===== src/rtl/ebs_pkg.sv =====
// package: register map, field layout, reset values and decode codes
package ebs_pkg;
    localparam logic [7:0] ROUTE_ADDR = 8'h07;
    localparam logic [7:0] BIAS_ADDR = 8'h08;
    localparam logic [7:0] SYSCTL_ADDR = 8'h09;
    localparam logic [7:0] ROUTE_RESET = 8'hFF;
    localparam logic [7:0] BIAS_RESET = 8'h00;
    localparam logic [7:0] SYSCTL_RESET = 8'h10;
    localparam int SECOND_ROUTE_LSB = 4;
    localparam int FIRST_ROUTE_LSB = 0;
    localparam int BIAS_LEVEL_BIT = 7;
    localparam int BIAS_COMMON_BIT = 6;
    localparam int MONITOR_LSB = 5;
    localparam int CAL_COUNT_LSB = 3;
    localparam int TIMEOUT_BIT = 2;
    localparam int CHECKSUM_BIT = 1;
    localparam int STATUS_BIT = 0;
    localparam logic [3:0] CODE_INPUT_SIX = 4'h6;
    localparam logic [3:0] CODE_INPUT_SEVEN = 4'h7;
    localparam logic [3:0] CODE_INPUT_ELEVEN = 4'hB;
    localparam logic [3:0] CODE_COMMON = 4'hC;
    localparam int NUM_INPUTS = 12;
    localparam logic [4:0] CAL_ONE = 5'h01;
    localparam logic [4:0] CAL_FOUR = 5'h04;
    localparam logic [4:0] CAL_EIGHT = 5'h08;
    localparam logic [4:0] CAL_SIXTEEN = 5'h10;
endpackage


===== src/rtl/ebs_route_if.sv =====
// interface: one current source route code and its decoded pin selects
`timescale 1ns/1ps
interface ebs_route_if;
    logic [3:0] code;
    logic [11:0] input_sel;
    logic common_sel;
    logic ref_pos_sel;
    logic ref_neg_sel;
    modport dec (input code, output input_sel, common_sel, ref_pos_sel,
        ref_neg_sel);
    modport user (output code, input input_sel, common_sel, ref_pos_sel,
        ref_neg_sel);
endinterface


===== src/rtl/ebs_route_decode.sv =====
// module: decodes one current-source route code into pin selects
`timescale 1ns/1ps
module ebs_route_decode (
    input wire logic twelve_input_i,
    ebs_route_if.dec rt
);
    import ebs_pkg::*;
    logic valid;
    always_comb begin
        // codes above the common code leave the source floating
        valid = 1'h1;
        // eight to eleven only exist on the twelve-input part
        if (rt.code > CODE_INPUT_SEVEN && !twelve_input_i) begin
            valid = 1'h0;
        end
    end
    genvar g;
    generate
        for (g = 0; g < NUM_INPUTS; g = g + 1) begin : g_pin
            if (g == 6 || g == 7) begin : g_var
                assign rt.input_sel[g] = twelve_input_i &&
                    (rt.code == 4'(g));
            end else begin : g_fix
                assign rt.input_sel[g] = valid &&
                    (rt.code == 4'(g));
            end
        end
    endgenerate
    assign rt.ref_pos_sel = !twelve_input_i &&
        (rt.code == CODE_INPUT_SIX);
    assign rt.ref_neg_sel = !twelve_input_i &&
        (rt.code == CODE_INPUT_SEVEN);
    assign rt.common_sel = (rt.code == CODE_COMMON);
endmodule


===== src/rtl/ebs_regs.sv =====
// module: routing, sensor bias and system control register bank
//
// Chosen here: strobed register access.
`timescale 1ns/1ps
module ebs_regs (
    input wire logic core_clk_i,
    input wire logic rst_b_i,
    input wire logic twelve_input_i,
    input wire logic [7:0] addr_i,
    input wire logic [7:0] wdata_i,
    input wire logic wr_i,
    input wire logic rd_i,
    output logic [7:0] rdata_o,
    output logic [11:0] first_source_input_o,
    output logic first_source_common_o,
    output logic first_source_ref_pos_o,
    output logic first_source_ref_neg_o,
    output logic [11:0] second_source_input_o,
    output logic second_source_common_o,
    output logic second_source_ref_pos_o,
    output logic second_source_ref_neg_o,
    output logic bias_enable_o,
    output logic bias_level_select_o,
    output logic bias_to_common_input_o,
    output logic [5:0] bias_to_input_o,
    output logic [2:0] monitor_select_o,
    output logic [1:0] calibration_sample_count_o,
    output logic [4:0] calibration_samples_o,
    output logic timeout_enable_o,
    output logic checksum_enable_o,
    output logic status_prepend_enable_o
);
    import ebs_pkg::*;

    typedef struct packed {
        logic [7:0] route;
        logic [7:0] bias;
        logic [7:0] sysctl;
        logic [7:0] rdata;
        logic [4:0] cal_samples;
    } ebs_state_t;

    ebs_state_t st;
    ebs_state_t next_st;

    ebs_route_if first_rt ();
    ebs_route_if second_rt ();

    ////////////////////////////////////////////////////////////////////////
    // register writes and read return
    always_comb begin
        next_st = st;
        if (wr_i) begin
            case (addr_i)
                ROUTE_ADDR: begin
                    next_st.route = wdata_i;
                end
                BIAS_ADDR: begin
                    next_st.bias = wdata_i;
                end
                SYSCTL_ADDR: begin
                    next_st.sysctl = wdata_i;
                end
                default: begin
                end
            endcase
        end
        // read data valid only in the cycle after the strobe
        next_st.rdata = 8'h00;
        if (rd_i) begin
            case (addr_i)
                ROUTE_ADDR: next_st.rdata = st.route;
                BIAS_ADDR: next_st.rdata = st.bias;
                SYSCTL_ADDR: next_st.rdata = st.sysctl;
                default: next_st.rdata = 8'h00;
            endcase
        end
        // registered so the sample count is glitch free downstream
        case (next_st.sysctl[CAL_COUNT_LSB +: 2])
            2'h0: next_st.cal_samples = CAL_ONE;
            2'h1: next_st.cal_samples = CAL_FOUR;
            2'h2: next_st.cal_samples = CAL_EIGHT;
            default: next_st.cal_samples = CAL_SIXTEEN;
        endcase
        if (!rst_b_i) begin
            next_st.route = ROUTE_RESET;
            next_st.bias = BIAS_RESET;
            next_st.sysctl = SYSCTL_RESET;
            next_st.rdata = 8'h00;
            next_st.cal_samples = CAL_EIGHT;
        end
    end

    always_ff @(posedge core_clk_i) begin
        st <= next_st;
    end

    ////////////////////////////////////////////////////////////////////////
    // current source routing
    assign first_rt.code = st.route[FIRST_ROUTE_LSB +: 4];
    assign second_rt.code = st.route[SECOND_ROUTE_LSB +: 4];

    // strap assumed static; a change only alters decode, never state
    ebs_route_decode u_first_dec (
        .twelve_input_i(twelve_input_i),
        .rt(first_rt)
    );

    ebs_route_decode u_second_dec (
        .twelve_input_i(twelve_input_i),
        .rt(second_rt)
    );

    assign first_source_input_o = first_rt.input_sel;
    assign first_source_common_o = first_rt.common_sel;
    assign first_source_ref_pos_o = first_rt.ref_pos_sel;
    assign first_source_ref_neg_o = first_rt.ref_neg_sel;
    assign second_source_input_o = second_rt.input_sel;
    assign second_source_common_o = second_rt.common_sel;
    assign second_source_ref_pos_o = second_rt.ref_pos_sel;
    assign second_source_ref_neg_o = second_rt.ref_neg_sel;

    ////////////////////////////////////////////////////////////////////////
    // sensor bias
    assign bias_level_select_o = st.bias[BIAS_LEVEL_BIT];
    // independent bits, so several pins may be biased at once
    assign bias_to_common_input_o = st.bias[BIAS_COMMON_BIT];
    assign bias_to_input_o = st.bias[5:0];
    assign bias_enable_o = |st.bias[BIAS_COMMON_BIT:0];

    ////////////////////////////////////////////////////////////////////////
    // system control
    assign monitor_select_o = st.sysctl[MONITOR_LSB +: 3];
    assign calibration_sample_count_o =
        st.sysctl[CAL_COUNT_LSB +: 2];
    assign calibration_samples_o = st.cal_samples;
    assign timeout_enable_o = st.sysctl[TIMEOUT_BIT];
    assign checksum_enable_o = st.sysctl[CHECKSUM_BIT];
    assign status_prepend_enable_o = st.sysctl[STATUS_BIT];

    assign rdata_o = st.rdata;
endmodule


===== config.mk =====
export PLATFORM = sky130hd
export DESIGN_NAME = ebs_regs
export DESIGN_NICKNAME = d
export VERILOG_FILES = /design/src/rtl/ebs_pkg.sv /design/src/rtl/ebs_route_if.sv /design/src/rtl/ebs_route_decode.sv /design/src/rtl/ebs_regs.sv
export SDC_FILE = /design/constraint.sdc
export NUM_CORES = 1
export LEC_CHECK = 0
export BUFFER_PORTS_ARGS = -buffer_cell sky130_fd_sc_hd__buf_2
export CORE_MARGIN = 3
export CORE_UTILIZATION = 48
export CTS_CLUSTER_DIAMETER = 30
export CTS_CLUSTER_SIZE = 30
export DETAILED_ROUTE_END_ITERATION = 6
export MAX_ROUTING_LAYER = met4
export PLACE_DENSITY_LB_ADDON = 0.08
export SLEW_MARGIN = 20
export SYNTH_ARGS = -nofsm -noshare
export SYNTH_HDL_FRONTEND = slang
export SYNTH_HIERARCHICAL = 1
export SYNTH_SLANG_ARGS = --single-unit
export TNS_END_PERCENT = 10

===== constraint.sdc =====
create_clock -name core_clk_i -period 1.2 [get_ports core_clk_i]
set_input_delay 0.06 -clock core_clk_i [delete_from_list [all_inputs] [get_ports core_clk_i]]
set_output_delay 0.06 -clock core_clk_i [all_outputs]
set_load 0.01 [all_outputs]

After elaboration in Yosys (flattened, before gate mapping) --
Cells that the tools add are included. Widths: inputs -> output; s select.
Operators by class: magnitude comparators 2, equality and inequality tests 29, multiplexer cells 6, reductions and logical operators 39
Operator list (number):
- $eq 4x4->1 const B | 10
- $eq 4x3->1 const B | 8
- $logic_and 1x1->1 | 30
- $pmux 8 s3 | 1
- $eq 4x2->1 const B | 4
- $eq 8x4->1 const B | 2
- $pmux 5 s3 | 1
- $mux 5 | 2
- $eq 4x1->1 const B | 2
- $eq 8x3->1 const B | 1
- $gt 4x3->1 const B | 2
- $logic_not 4->1 | 2
- $reduce_and 2->1 | 4
- $reduce_or 7->1 | 1
- $eq 2x1->1 const B | 1
- $eq 2x2->1 const B | 1
- $logic_not 2->1 | 1
- $mux 1 | 2
- $logic_not 1->1 | 1
Word-level totals: register bits after elaboration 37, input port bits 21, output and inout bits 60, logic and storage cells 82

Logic depth before layout (Yosys ltp) --
Gate-level depths: netlist of run 1.
word-level depth 5, gate-level depth with buffers 5, depth with buffers taken out 3

By module --
The synthesis of run 1 kept the hierarchy.
By module, submodules not included:
- ebs_regs | instances 1, cells an instance 176, area an instance 1637.8 um2, seq. area each 720.7 um2
- ebs_route_decode | instances 2, cells an instance 22, area an instance 162.7 um2, seq. area each 0.0 um2

Worst setup path before layout of run 1 --
OpenSTA, ideal clock, no wires.
path kind input to register, start point input port addr_i[5], end point register st (netlist bit second_rt.code[0]), library setup time 72 ps, arrival time 925 ps, required time 1128 ps, slack 203 ps, cell stages on the path 5, buffers on the path 2, cell sequence nor4_4 buf_6 and3_1 buf_4 mux2i_1
On the way: longest elaborated chain between the ends 2
RTL lines:
- start, declared | line ebs_regs.sv:9 | input wire logic [7:0] addr_i,
- $eq 8x3->1 | line ebs_regs.sv:54 | case (addr_i)
- $reduce_and 2->1 (no line)
- end signal, assigned | line ebs_regs.sv:95 | st <= next_st;
- end, declared | line ebs_regs.sv:43 | ebs_state_t st;
No other way between the ends. A chain may end at the register's enable or synchronous reset.

Worst setup path after layout of run 1 --
start point register st (netlist bit bias_to_common_input_o), end point output port bias_enable_o
On the way: longest elaborated chain between the ends 1
RTL lines:
- $reduce_or 7->1 | line ebs_regs.sv:129 | assign bias_enable_o = |st.bias[BIAS_COMMON_BIT:0];
- end, declared | line ebs_regs.sv:22 | output logic bias_enable_o,
No other way between the ends.

==> reports/qor.txt, run 1 <==
Status = complete, but fails checks
Violated checks = negative setup slack
Die Span X = 70.0 microns
Post-synth ARST share = 0%
Cells on worst reg2reg path = 3
First-pass detailed-route iteration total = 4
Fin worst setup slack = -0.00888 ns
Post-DP Area = 2480 sq um
Clk sinks = 36
Syn. warnings = 6
Fillers = 328
Fin cells = 359
Core area = 3800 sq um
Rows = 22
Logic pwr share = 7.5%
Internal Power = 1.71 mW
Sw frac = 23.6%
RSZ-0062 raised after global routing = true
DP Cell Count = 348
CP arrival = 1.15 ns
CP required = 1.14 ns
FMAX = 827 MHz
Vias per Instance = 5.34
Final Cycle Share = 101%
Final instance area = 2680 sq um
Final Util = 70.6%
Min-Delay Path Class = in -> reg
Slew Viols, Final = 0
CTS tree = done
Reg clk slew, reported paths = 0.07 ns
WL final = 5.23 mm
Routed WL per cell = 14.6 microns
Max IR drop VDD = 0.747 mV
Kind of critical path = reg -> out
CP Launch Type = flip-flop
Mean area per synthesized cell = 8.92 sq um
First-pass GRT wire length = 8.53 mm
Routed via count = 1918
Synth Register Bits = 36
Antenna-violating nets left = 0
Number of synthesized flops with an enable pin = 0
Total CTS buffers = 5
Primary FF master, synth = dfxtp_1
Hold Buf Count CTS = 0
Die Ht = 70.0 microns
Gate Count Post-Synth = 220
Clock buffer depth = 2
Final net count = 331
Lkg Pwr = 1.37 nW
CTS HTree Levels = 2
Total GRT Usage = 21.9%
Seq pwr share = 52.7%
Max Clock Skew = 0.00820 ns
Proportion of layout cells with a drive suffix above 1 = 48.9%
Number of global-route vias before repair = 1759
Max-cap violations = 0
Power per cell area = 835 nW/um^2
Clock network power share = 39.8%
Worst skew pair latency = 0.29 ns
DIE AREA = 4890 sq um
DPL Wire Length = 3.87 mm
Syn nets = 241
I/O Buffers = 79
Hold path depth = 3
Initial Utilization = 51.7%
Io pins = 81
DRT iter0 DRCs = 31
Minimum clock period = 1.21 ns
Worst Setup End Kind = output pin
Mapped Area = 1960 sq um
Largest net degree at the start of global routing = 19
GR Overflow Total = 0
CTS root buffer = clkbuf_8
DRC = 0
Ant. Diodes = 0
Switching pwr = 0.528 mW
Final hold vios = 0
Initial antenna violation count = 0
Gpl congestion = 0.826
Syn-to-layout area delta = 36.6%
Register area share after synthesis = 36.7%
Post-synth cell types = 31
Crit-path max FO = 4
Final setup violation count = 2
==> layer usage <==
layer / track usage (%) / vias to the layer above / wire (microns) / share of wire, %
met3: 5.76 / 7 / 347 / 6.6
met5: - / - / 0 / 0
met2: 36.3 / 63 / 2520 / 48
met4: 6.60 / 0 / 75 / 1.4
li1: - / 960 / - / -
met1: 26.1 / 888 / 2280 / 44
==> metrics by stage <==
stage                     power, mW  setup TNS [ns]  setup WS (ns)  hold slack (ns)
after floorplan                1.31               0          0.203            0.153
after global placement         1.39          -0.419        -0.0671            0.356
final                          2.24         -0.0128       -0.00888           0.0639
after global routing           2.31          -0.772        -0.0662           0.0679
after CTS                      2.25         -0.0186       -0.00913           0.0590
after detailed placement       1.39          -0.571        -0.0856            0.362
==> worst max-delay path: stages, from the launching register on <==
cell	delay [ns]
dfxtp_2	0.34
nor4_2	0.30
nand2_1	0.07
buf_2	0.14
==> layout by cell type, fill, tap and decap left out, types with 2 or more instances in the layout <==
cell       n
buf_4     18
dfxtp_4    8
nor3_2    12
nor2b_1    3
nand3b_1   3
nor2_1    14
nand4_1    8
nand2_1   28
clkbuf_8   6
inv_1      8
and4b_1    2
mux2_2     8
dfxtp_1   27
nand2_4    2
nand2b_4   6
buf_12     2
o211ai_1   7
buf_2     79
nand3b_4   2
a21oi_1    8
mux2i_1   20
nor4_2     2
nand3_1   20
nor3_1     5
==> cell type report <==
| class | instances | area, sq um | share of cell area (%) |
|---|---|---|---|
| clock buffers | 7 | 86.3 | 3.22 |
| inverters | 8 | 30.0 | 1.12 |
| clock inverters | 1 | 7.51 | 0.280 |
| multi-input cells | 159 | 1160 | 43.4 |
| flip-flops and latches | 36 | 752 | 28.0 |
| repair buffers | 100 | 582 | 21.7 |
| well taps | 48 | 60.1 | 2.24 |
==> power by group through the flow <==
stage	Sequential, mW	Clock [mW]	Combinational [mW]
floorplan	1.23	0	0.0824
detailed placement	1.23	0	0.165
global route	1.18	0.951	0.184
global placement	1.23	0	0.165
finish	1.18	0.891	0.168
CTS	1.18	0.907	0.167
==> Yosys cell counts (all sizes together), types with 5 or more instances <==
cell    number  area (sq um)
nand3b       5          62.6
dfxtp       36           721
buf         11          77.6
mux2         8          90.1
a21oi        8          40.0
nand2b       6          82.6
nand4        8          50.1
nor3        17           105
nor2        14          52.6
inv          8          30.0
mux2i       20           200
nand3       20           100
clkbuf       6          22.5
o211ai       7          52.6
nand2       30           128
==> kinds of logic (layout without fill, tap and decap cells) <==
logic type	count (synthesis)	count (layout)	synth area share [%]
simple gates	113	113	35.8
flops	36	36	36.7
mux	28	28	14.8
buf+inv	25	116	6.63
compound gates	17	17	5.93
other cells	1	1	0.191
==> state kept, by name, summed over array words and instances (netlist names), 2 cells and up <==
register	flops
calibration_samples_o	4
monitor_select_o	3
first_rt.code	4
bias_to_input_o	6
rdata_o	8
calibration_sample_count_o	2
second_rt.code	4
==> worst paths after layout <==
path	from	endpoint	slack [ns]
worst max-delay path	bias_to_common_input_o	bias_enable_o	-0.009
worst min-delay path	wdata_i[6]	second_rt.code[2]	0.06
worst max register to register	calibration_sample_count_o[0]	rdata_o[3]	0.24
worst min register to register	timeout_enable_o	timeout_enable_o	0.48
==> timing repair <==
action | 4_1_cts | 5_1_grt
setup buffers | 3 | 0
resized for setup | 19 | 9
pin swaps | 2 | 2
endpoints found under the setup margin | 31 | 23
hold endpoints to repair | 0 | 0
gates cloned | 0 | 0
Power figures use the tool's default switching activity.
==> run 2, diff against run 1 <==
--- a/config.mk
+++ b/config.mk
@@ -5,7 +5,7 @@
 export SDC_FILE = /design/constraint.sdc
 export NUM_CORES = 1
 export LEC_CHECK = 0
-export BUFFER_PORTS_ARGS = -buffer_cell sky130_fd_sc_hd__buf_2
+export BUFFER_PORTS_ARGS = -buffer_cell sky130_fd_sc_hd__buf_4
 export CORE_MARGIN = 3
 export CORE_UTILIZATION = 48
 export CTS_CLUSTER_DIAMETER = 30
@@ -18,4 +18,4 @@
 export SYNTH_HDL_FRONTEND = slang
 export SYNTH_HIERARCHICAL = 1
 export SYNTH_SLANG_ARGS = --single-unit
-export TNS_END_PERCENT = 10
+export TNS_END_PERCENT = 20
==> run 2 against run 1 <==
The flow still finishes with violations (negative setup slack). Power rose by 7.8%. Register-to-register slack barely moved. Critical path depth fell by 1. Clock-buffer cell count fell by 1. Non-clock buffer count fell by 2. Global-route usage rose by 0.52 points. Final cell count fell by 0.56%. Critical endpoint is now first_source_input_o[0]. Largest power group unchanged.
==> reports/qor.txt, run 2 (synthesis gave the netlist of run 1 again) <==
Io pins = 81
Sw frac = 22.1%
Fin cells = 357
CTS tree = done
Gpl congestion = 0.812
Kind of critical path = reg -> out
Cells on worst reg2reg path = 3
Number of global-route vias before repair = 1821
Clock network power share = 43.4%
Initial antenna violation count = 0
Internal Power = 1.88 mW
Clock buffer depth = 2
Vias per Instance = 5.42
Routed WL per cell = 14.9 microns
CP arrival = 1.16 ns
Minimum clock period = 1.22 ns
Final Cycle Share = 101%
Final net count = 329
Final hold vios = 0
Switching pwr = 0.534 mW
Rows = 22
Total CTS buffers = 5
Total GRT Usage = 22.4%
Core area = 3800 sq um
Logic pwr share = 7.8%
Crit-path max FO = 9
Slew Viols, Final = 0
Largest net degree at the start of global routing = 42
Commonest non-fill, non-tap cell in the layout = buf_4
CP required = 1.14 ns
Reg clk slew, reported paths = 0.08 ns
I/O Buffers = 79
Post-route total power = 2.41 mW
Violated checks = negative setup slack
DPL Wire Length = 3.81 mm
FF/Latch Area = 757 sq um
Syn-to-layout area delta = 50.1%
Slowest-stage cell, CP = dfxtp_4
DIE AREA = 4890 sq um
Lkg Pwr = 1.39 nW
Antenna-violating nets left = 0
RR Endpoint = rdata_o[3]
Max incr delay on CP = 0.40 ns
CTS HTree Levels = 2
Die Span X = 70.0 microns
Area taken by multi-input logic gates = 1200 sq um
Max-cap violations = 0
Fin worst setup slack = -0.0179 ns
Ant. Diodes = 0
First-pass detailed-route iteration total = 4
Crit path capture = first_source_input_o[0]
Critical R2R Launch = calibration_sample_count_o[0]
Final setup violation count = 7
Most frequent cells in the layout = 93 x buf_4, 28 x nand2_1, 25 x dfxtp_1
CTS root buffer = clkbuf_8
Routed via count = 1935
Crit-path cells = nor4_2, buf_4
DP Cell Count = 345
WL final = 5.33 mm
Initial Utilization = 51.7%
Power per cell area = 819 nW/um^2
Min-Delay Path Class = in -> reg
Worst Setup End Kind = output pin
Worst reg-to-reg setup slack = 0.23 ns
GR Overflow Total = 0
CP Launch Type = flip-flop
Proportion of layout cells with a drive suffix above 1 = 51.8%
DRT iter0 DRCs = 63
Setup TNS = -0.0619 ns
Max IR drop VDD = 0.682 mV
RSZ-0062 raised after global routing = true
Fillers = 285
Clk sinks = 36
Max Clock Skew = 0.0105 ns
Hold Buf Count CTS = 0
DRC = 0
Critical Path Start = first_rt.code[1]
First-pass GRT wire length = 8.77 mm
Seq pwr share = 48.8%
Worst skew pair latency = 0.29 ns
Status = complete, but fails checks
Largest register FFs = 8
Die Ht = 70.0 microns
FMAX = 821 MHz
[run 2: cell count changes in the layout (fill, tap and decap cells not counted), moves of 5 or more]
cell | previous run | this run
nor2_1 | 14 | 9
nor2_2 | 0 | 5
buf_4 | 18 | 93
buf_2 | 79 | 0
[run 2: layout make-up]
cell class / count / area share, %
sequential: 36 / 25.7
timing repair buffer: 98 / 26.8
inverter: 8 / 1.02
tap: 48 / 2.04
multi-input combinational: 159 / 40.8
clock inverter: 2 / 1.19
clock buffer: 6 / 2.46
[run 2: timing repair]
action / in CTS / in global routing
endpoints found under the setup margin: 31 / 28
gates resized for setup: 23 / 19
cloned: 0 / 0
pin swaps: 3 / 3
setup buffers: 1 / 3
[run 2: worst min-delay path by stage]
stage               slack (ns)  cells past startpoint                      to           start
floorplan                 0.15                      1  first_source_ref_neg_o  twelve_input_i
global placement          0.35                      3       second_rt.code[3]      wdata_i[7]
detailed placement        0.36                      3       second_rt.code[2]      wdata_i[6]
CTS                       0.05                      3       second_rt.code[2]      wdata_i[6]
global route              0.06                      3      bias_to_input_o[4]      wdata_i[4]
finish                    0.05                      3       second_rt.code[2]      wdata_i[6]
[run 2: metal layers]
layer | track usage [%] | share of wire, % | vias to the layer above
met3 | 5.61 | 6.4 | 8
met5 | - | 0 | -
met2 | 36.3 | 49 | 63
li1 | - | - | 963
met4 | 6.81 | 1.3 | 0
met1 | 27.6 | 44 | 901
[run 2: worst max-delay path: cells and delay by family (launching register included)]
kind	cells	cell delay (ns)
buf+inv	1	0.17
flops	1	0.40
simple gates	1	0.30
[run 2: per-stage QoR]
step	setup slack [ns]	utilization [%]	cell area, sq um	hold WS (ns)
final	-0.0179	77.6	2950	0.0528
after global routing	-0.0938	77.6	2950	0.0629
after CTS	-0.0223	75.2	2860	0.0511
after detailed placement	-0.0866	70.5	2680	0.357
after global placement	-0.0757	70.5	2680	0.347
after floorplan	0.203	-	1960	0.153
[run 2: power by group through the flow]
stage / Combinational, mW / Sequential, mW / Clock (mW)
after detailed placement: 0.184 / 1.23 / 0
after CTS: 0.186 / 1.18 / 1.06
after global routing: 0.203 / 1.18 / 1.11
after global placement: 0.182 / 1.23 / 0
final: 0.188 / 1.18 / 1.05
after floorplan: 0.0824 / 1.23 / 0
==> run 3, diff against run 2 <==
--- a/config.mk
+++ b/config.mk
@@ -13,6 +13,7 @@
 export DETAILED_ROUTE_END_ITERATION = 6
 export MAX_ROUTING_LAYER = met4
 export PLACE_DENSITY_LB_ADDON = 0.08
+export REMOVE_ABC_BUFFERS = 1
 export SLEW_MARGIN = 20
 export SYNTH_ARGS = -nofsm -noshare
 export SYNTH_HDL_FRONTEND = slang
==> run 3 against run 2 <==
The flow still finishes with violations (negative setup slack). Sequential power hardly changed. Sequential share of layout area is 0.19 points higher. Power down 7.1%. Critical path type unchanged. Critical endpoint is now first_source_input_o[2].
==> reports/qor.txt, run 3 (synthesis gave the netlist of run 1 again) <==
Fillers = 286
Final hold vios = 0
CTS root buffer = clkbuf_8
Min-Delay Path Class = in -> reg
First-pass detailed-route iteration total = 4
Rows = 22
Max-cap violations = 0
Max Clock Skew = 0.00240 ns
Max IR drop VDD = 0.712 mV
Max incr delay on CP = 0.40 ns
Initial antenna violation count = 0
Gpl congestion = 0.791
I/O Buffers = 79
Worst Setup End Kind = output pin
Commonest non-fill, non-tap cell in the layout = buf_4
Clk sinks = 36
Vias per Instance = 5.42
Crit-path cells = nand2b_4, nor3_1, buf_4
Kind of critical path = reg -> out
Core area = 3800 sq um
Ant. Diodes = 0
Io pins = 81
Final net count = 333
Proportion of layout cells with a drive suffix above 1 = 50.5%
RSZ-0062 raised after global routing = true
Internal Power = 1.73 mW
Switching pwr = 0.512 mW
Lkg Pwr = 1.41 nW
Slowest-stage cell, CP = dfxtp_4
CP required = 1.14 ns
Final Util = 76.9%
Minimum clock period = 1.21 ns
DP Cell Count = 348
Routed WL per cell = 14.6 microns
Largest net degree at the start of global routing = 32
Violated checks = negative setup slack
CP Launch Type = flip-flop
DIE AREA = 4890 sq um
FMAX = 829 MHz
Syn-to-layout area delta = 48.8%
Sw frac = 22.8%
Seq pwr share = 52.6%
Crit-path max FO = 9
Routed via count = 1955
Fin cells = 361
Total CTS buffers = 5
Power per cell area = 768 nW/um^2
DRT iter0 DRCs = 51
Antenna-violating nets left = 0
Fin worst setup slack = -0.00696 ns
CTS tree = done
Die Ht = 70.0 microns
Clock network power share = 39.1%
CP arrival = 1.15 ns
Number of global-route vias before repair = 1841
GR Overflow Total = 0
Clock buffer depth = 2
DPL Wire Length = 3.75 mm
First-pass GRT wire length = 8.78 mm
Logic pwr share = 8.3%
DRC = 0
WL final = 5.26 mm
Status = complete, but fails checks
Final setup violation count = 2
Post-DP Area = 2660 sq um
Slew Viols, Final = 0
Total GRT Usage = 22.3%
Reg clk slew, reported paths = 0.07 ns
Initial Utilization = 51.7%
CTS HTree Levels = 2
Final instance area = 2920 sq um
Final Cycle Share = 101%
Worst skew pair latency = 0.29 ns
Die Span X = 70.0 microns
Most frequent cells in the layout = 99 x buf_4, 28 x nand2_1, 26 x dfxtp_1
Largest register FFs = 8
[run 3: changes by cell type in the layout (fill, tap and decap cells not counted), sizes merged]
cell,before,now
clkinv,1,0
bufinv,1,0
clkbuf,6,8
buf,98,102
[run 3: power groups by stage]
stage | sequential [mW] | combinational (mW) | clock [mW]
2_1_floorplan | 1.23 | 0.0467 | 0
3_3_place_gp | 1.23 | 0.182 | 0
3_5_place_dp | 1.23 | 0.182 | 0
4_1_cts | 1.18 | 0.184 | 0.895
5_1_grt | 1.18 | 0.202 | 0.942
6_report | 1.18 | 0.186 | 0.877
[run 3: routing by layer]
layer | up-vias | part of all wire [%] | track usage, % | routed length, microns
met3 | 7 | 8.0 | 6.47 | 421
met5 | - | 0 | - | 0
met2 | 76 | 47 | 34.7 | 2460
li1 | 961 | - | - | -
met4 | 0 | 1.1 | 5.74 | 57
met1 | 911 | 44 | 28.5 | 2320
[run 3: worst max-delay path, delay by kind of cell, from the launching register on]
family,cells,cell delay (ns)
AND/OR/NAND/NOR,2,0.32
buffers and inverters,1,0.15
flip-flops,1,0.40
[run 3: timing repair]
action	in CTS	in global routing
setup buffers	2	3
gates resized for setup	24	13
pin swaps	2	3
setup endpoints to repair	31	25
hold buffers	0	0
[run 3: through the flow]
step	worst slack (ns)	total power [mW]	TNS (ns)	hold slack [ns]
2_1_floorplan	-0.604	1.27	-15.71	0.149
3_3_place_gp	-0.0805	1.41	-1.28	0.348
3_5_place_dp	-0.122	1.41	-2.07	0.349
4_1_cts	-0.0229	2.26	-0.0231	0.0443
5_1_grt	-0.0852	2.32	-0.810	0.0556
6_report	-0.00696	2.24	-0.0124	0.0526
[run 3: path summary, 6_finish.rpt]
kind,start,end,slack [ns],depth (start not counted)
hold reg to reg,status_prepend_enable_o,status_prepend_enable_o,0.47,2
setup / recovery,first_rt.code[0],first_source_input_o[2],-0.007,3
setup reg to reg,bias_to_common_input_o,rdata_o[6],0.15,4
hold / removal,wdata_i[5],second_rt.code[1],0.05,3
[run 3: final cells by class]
cell class / count / area (sq um) / share of cell area (%)
well taps: 48 / 60.1 / 2.06
multi-input cells: 159 / 1200 / 41.0
flip-flops and latches: 36 / 756 / 25.9
inverters: 8 / 30.0 / 1.03
repair buffers: 102 / 786 / 26.9
clock buffers: 8 / 90.1 / 3.08
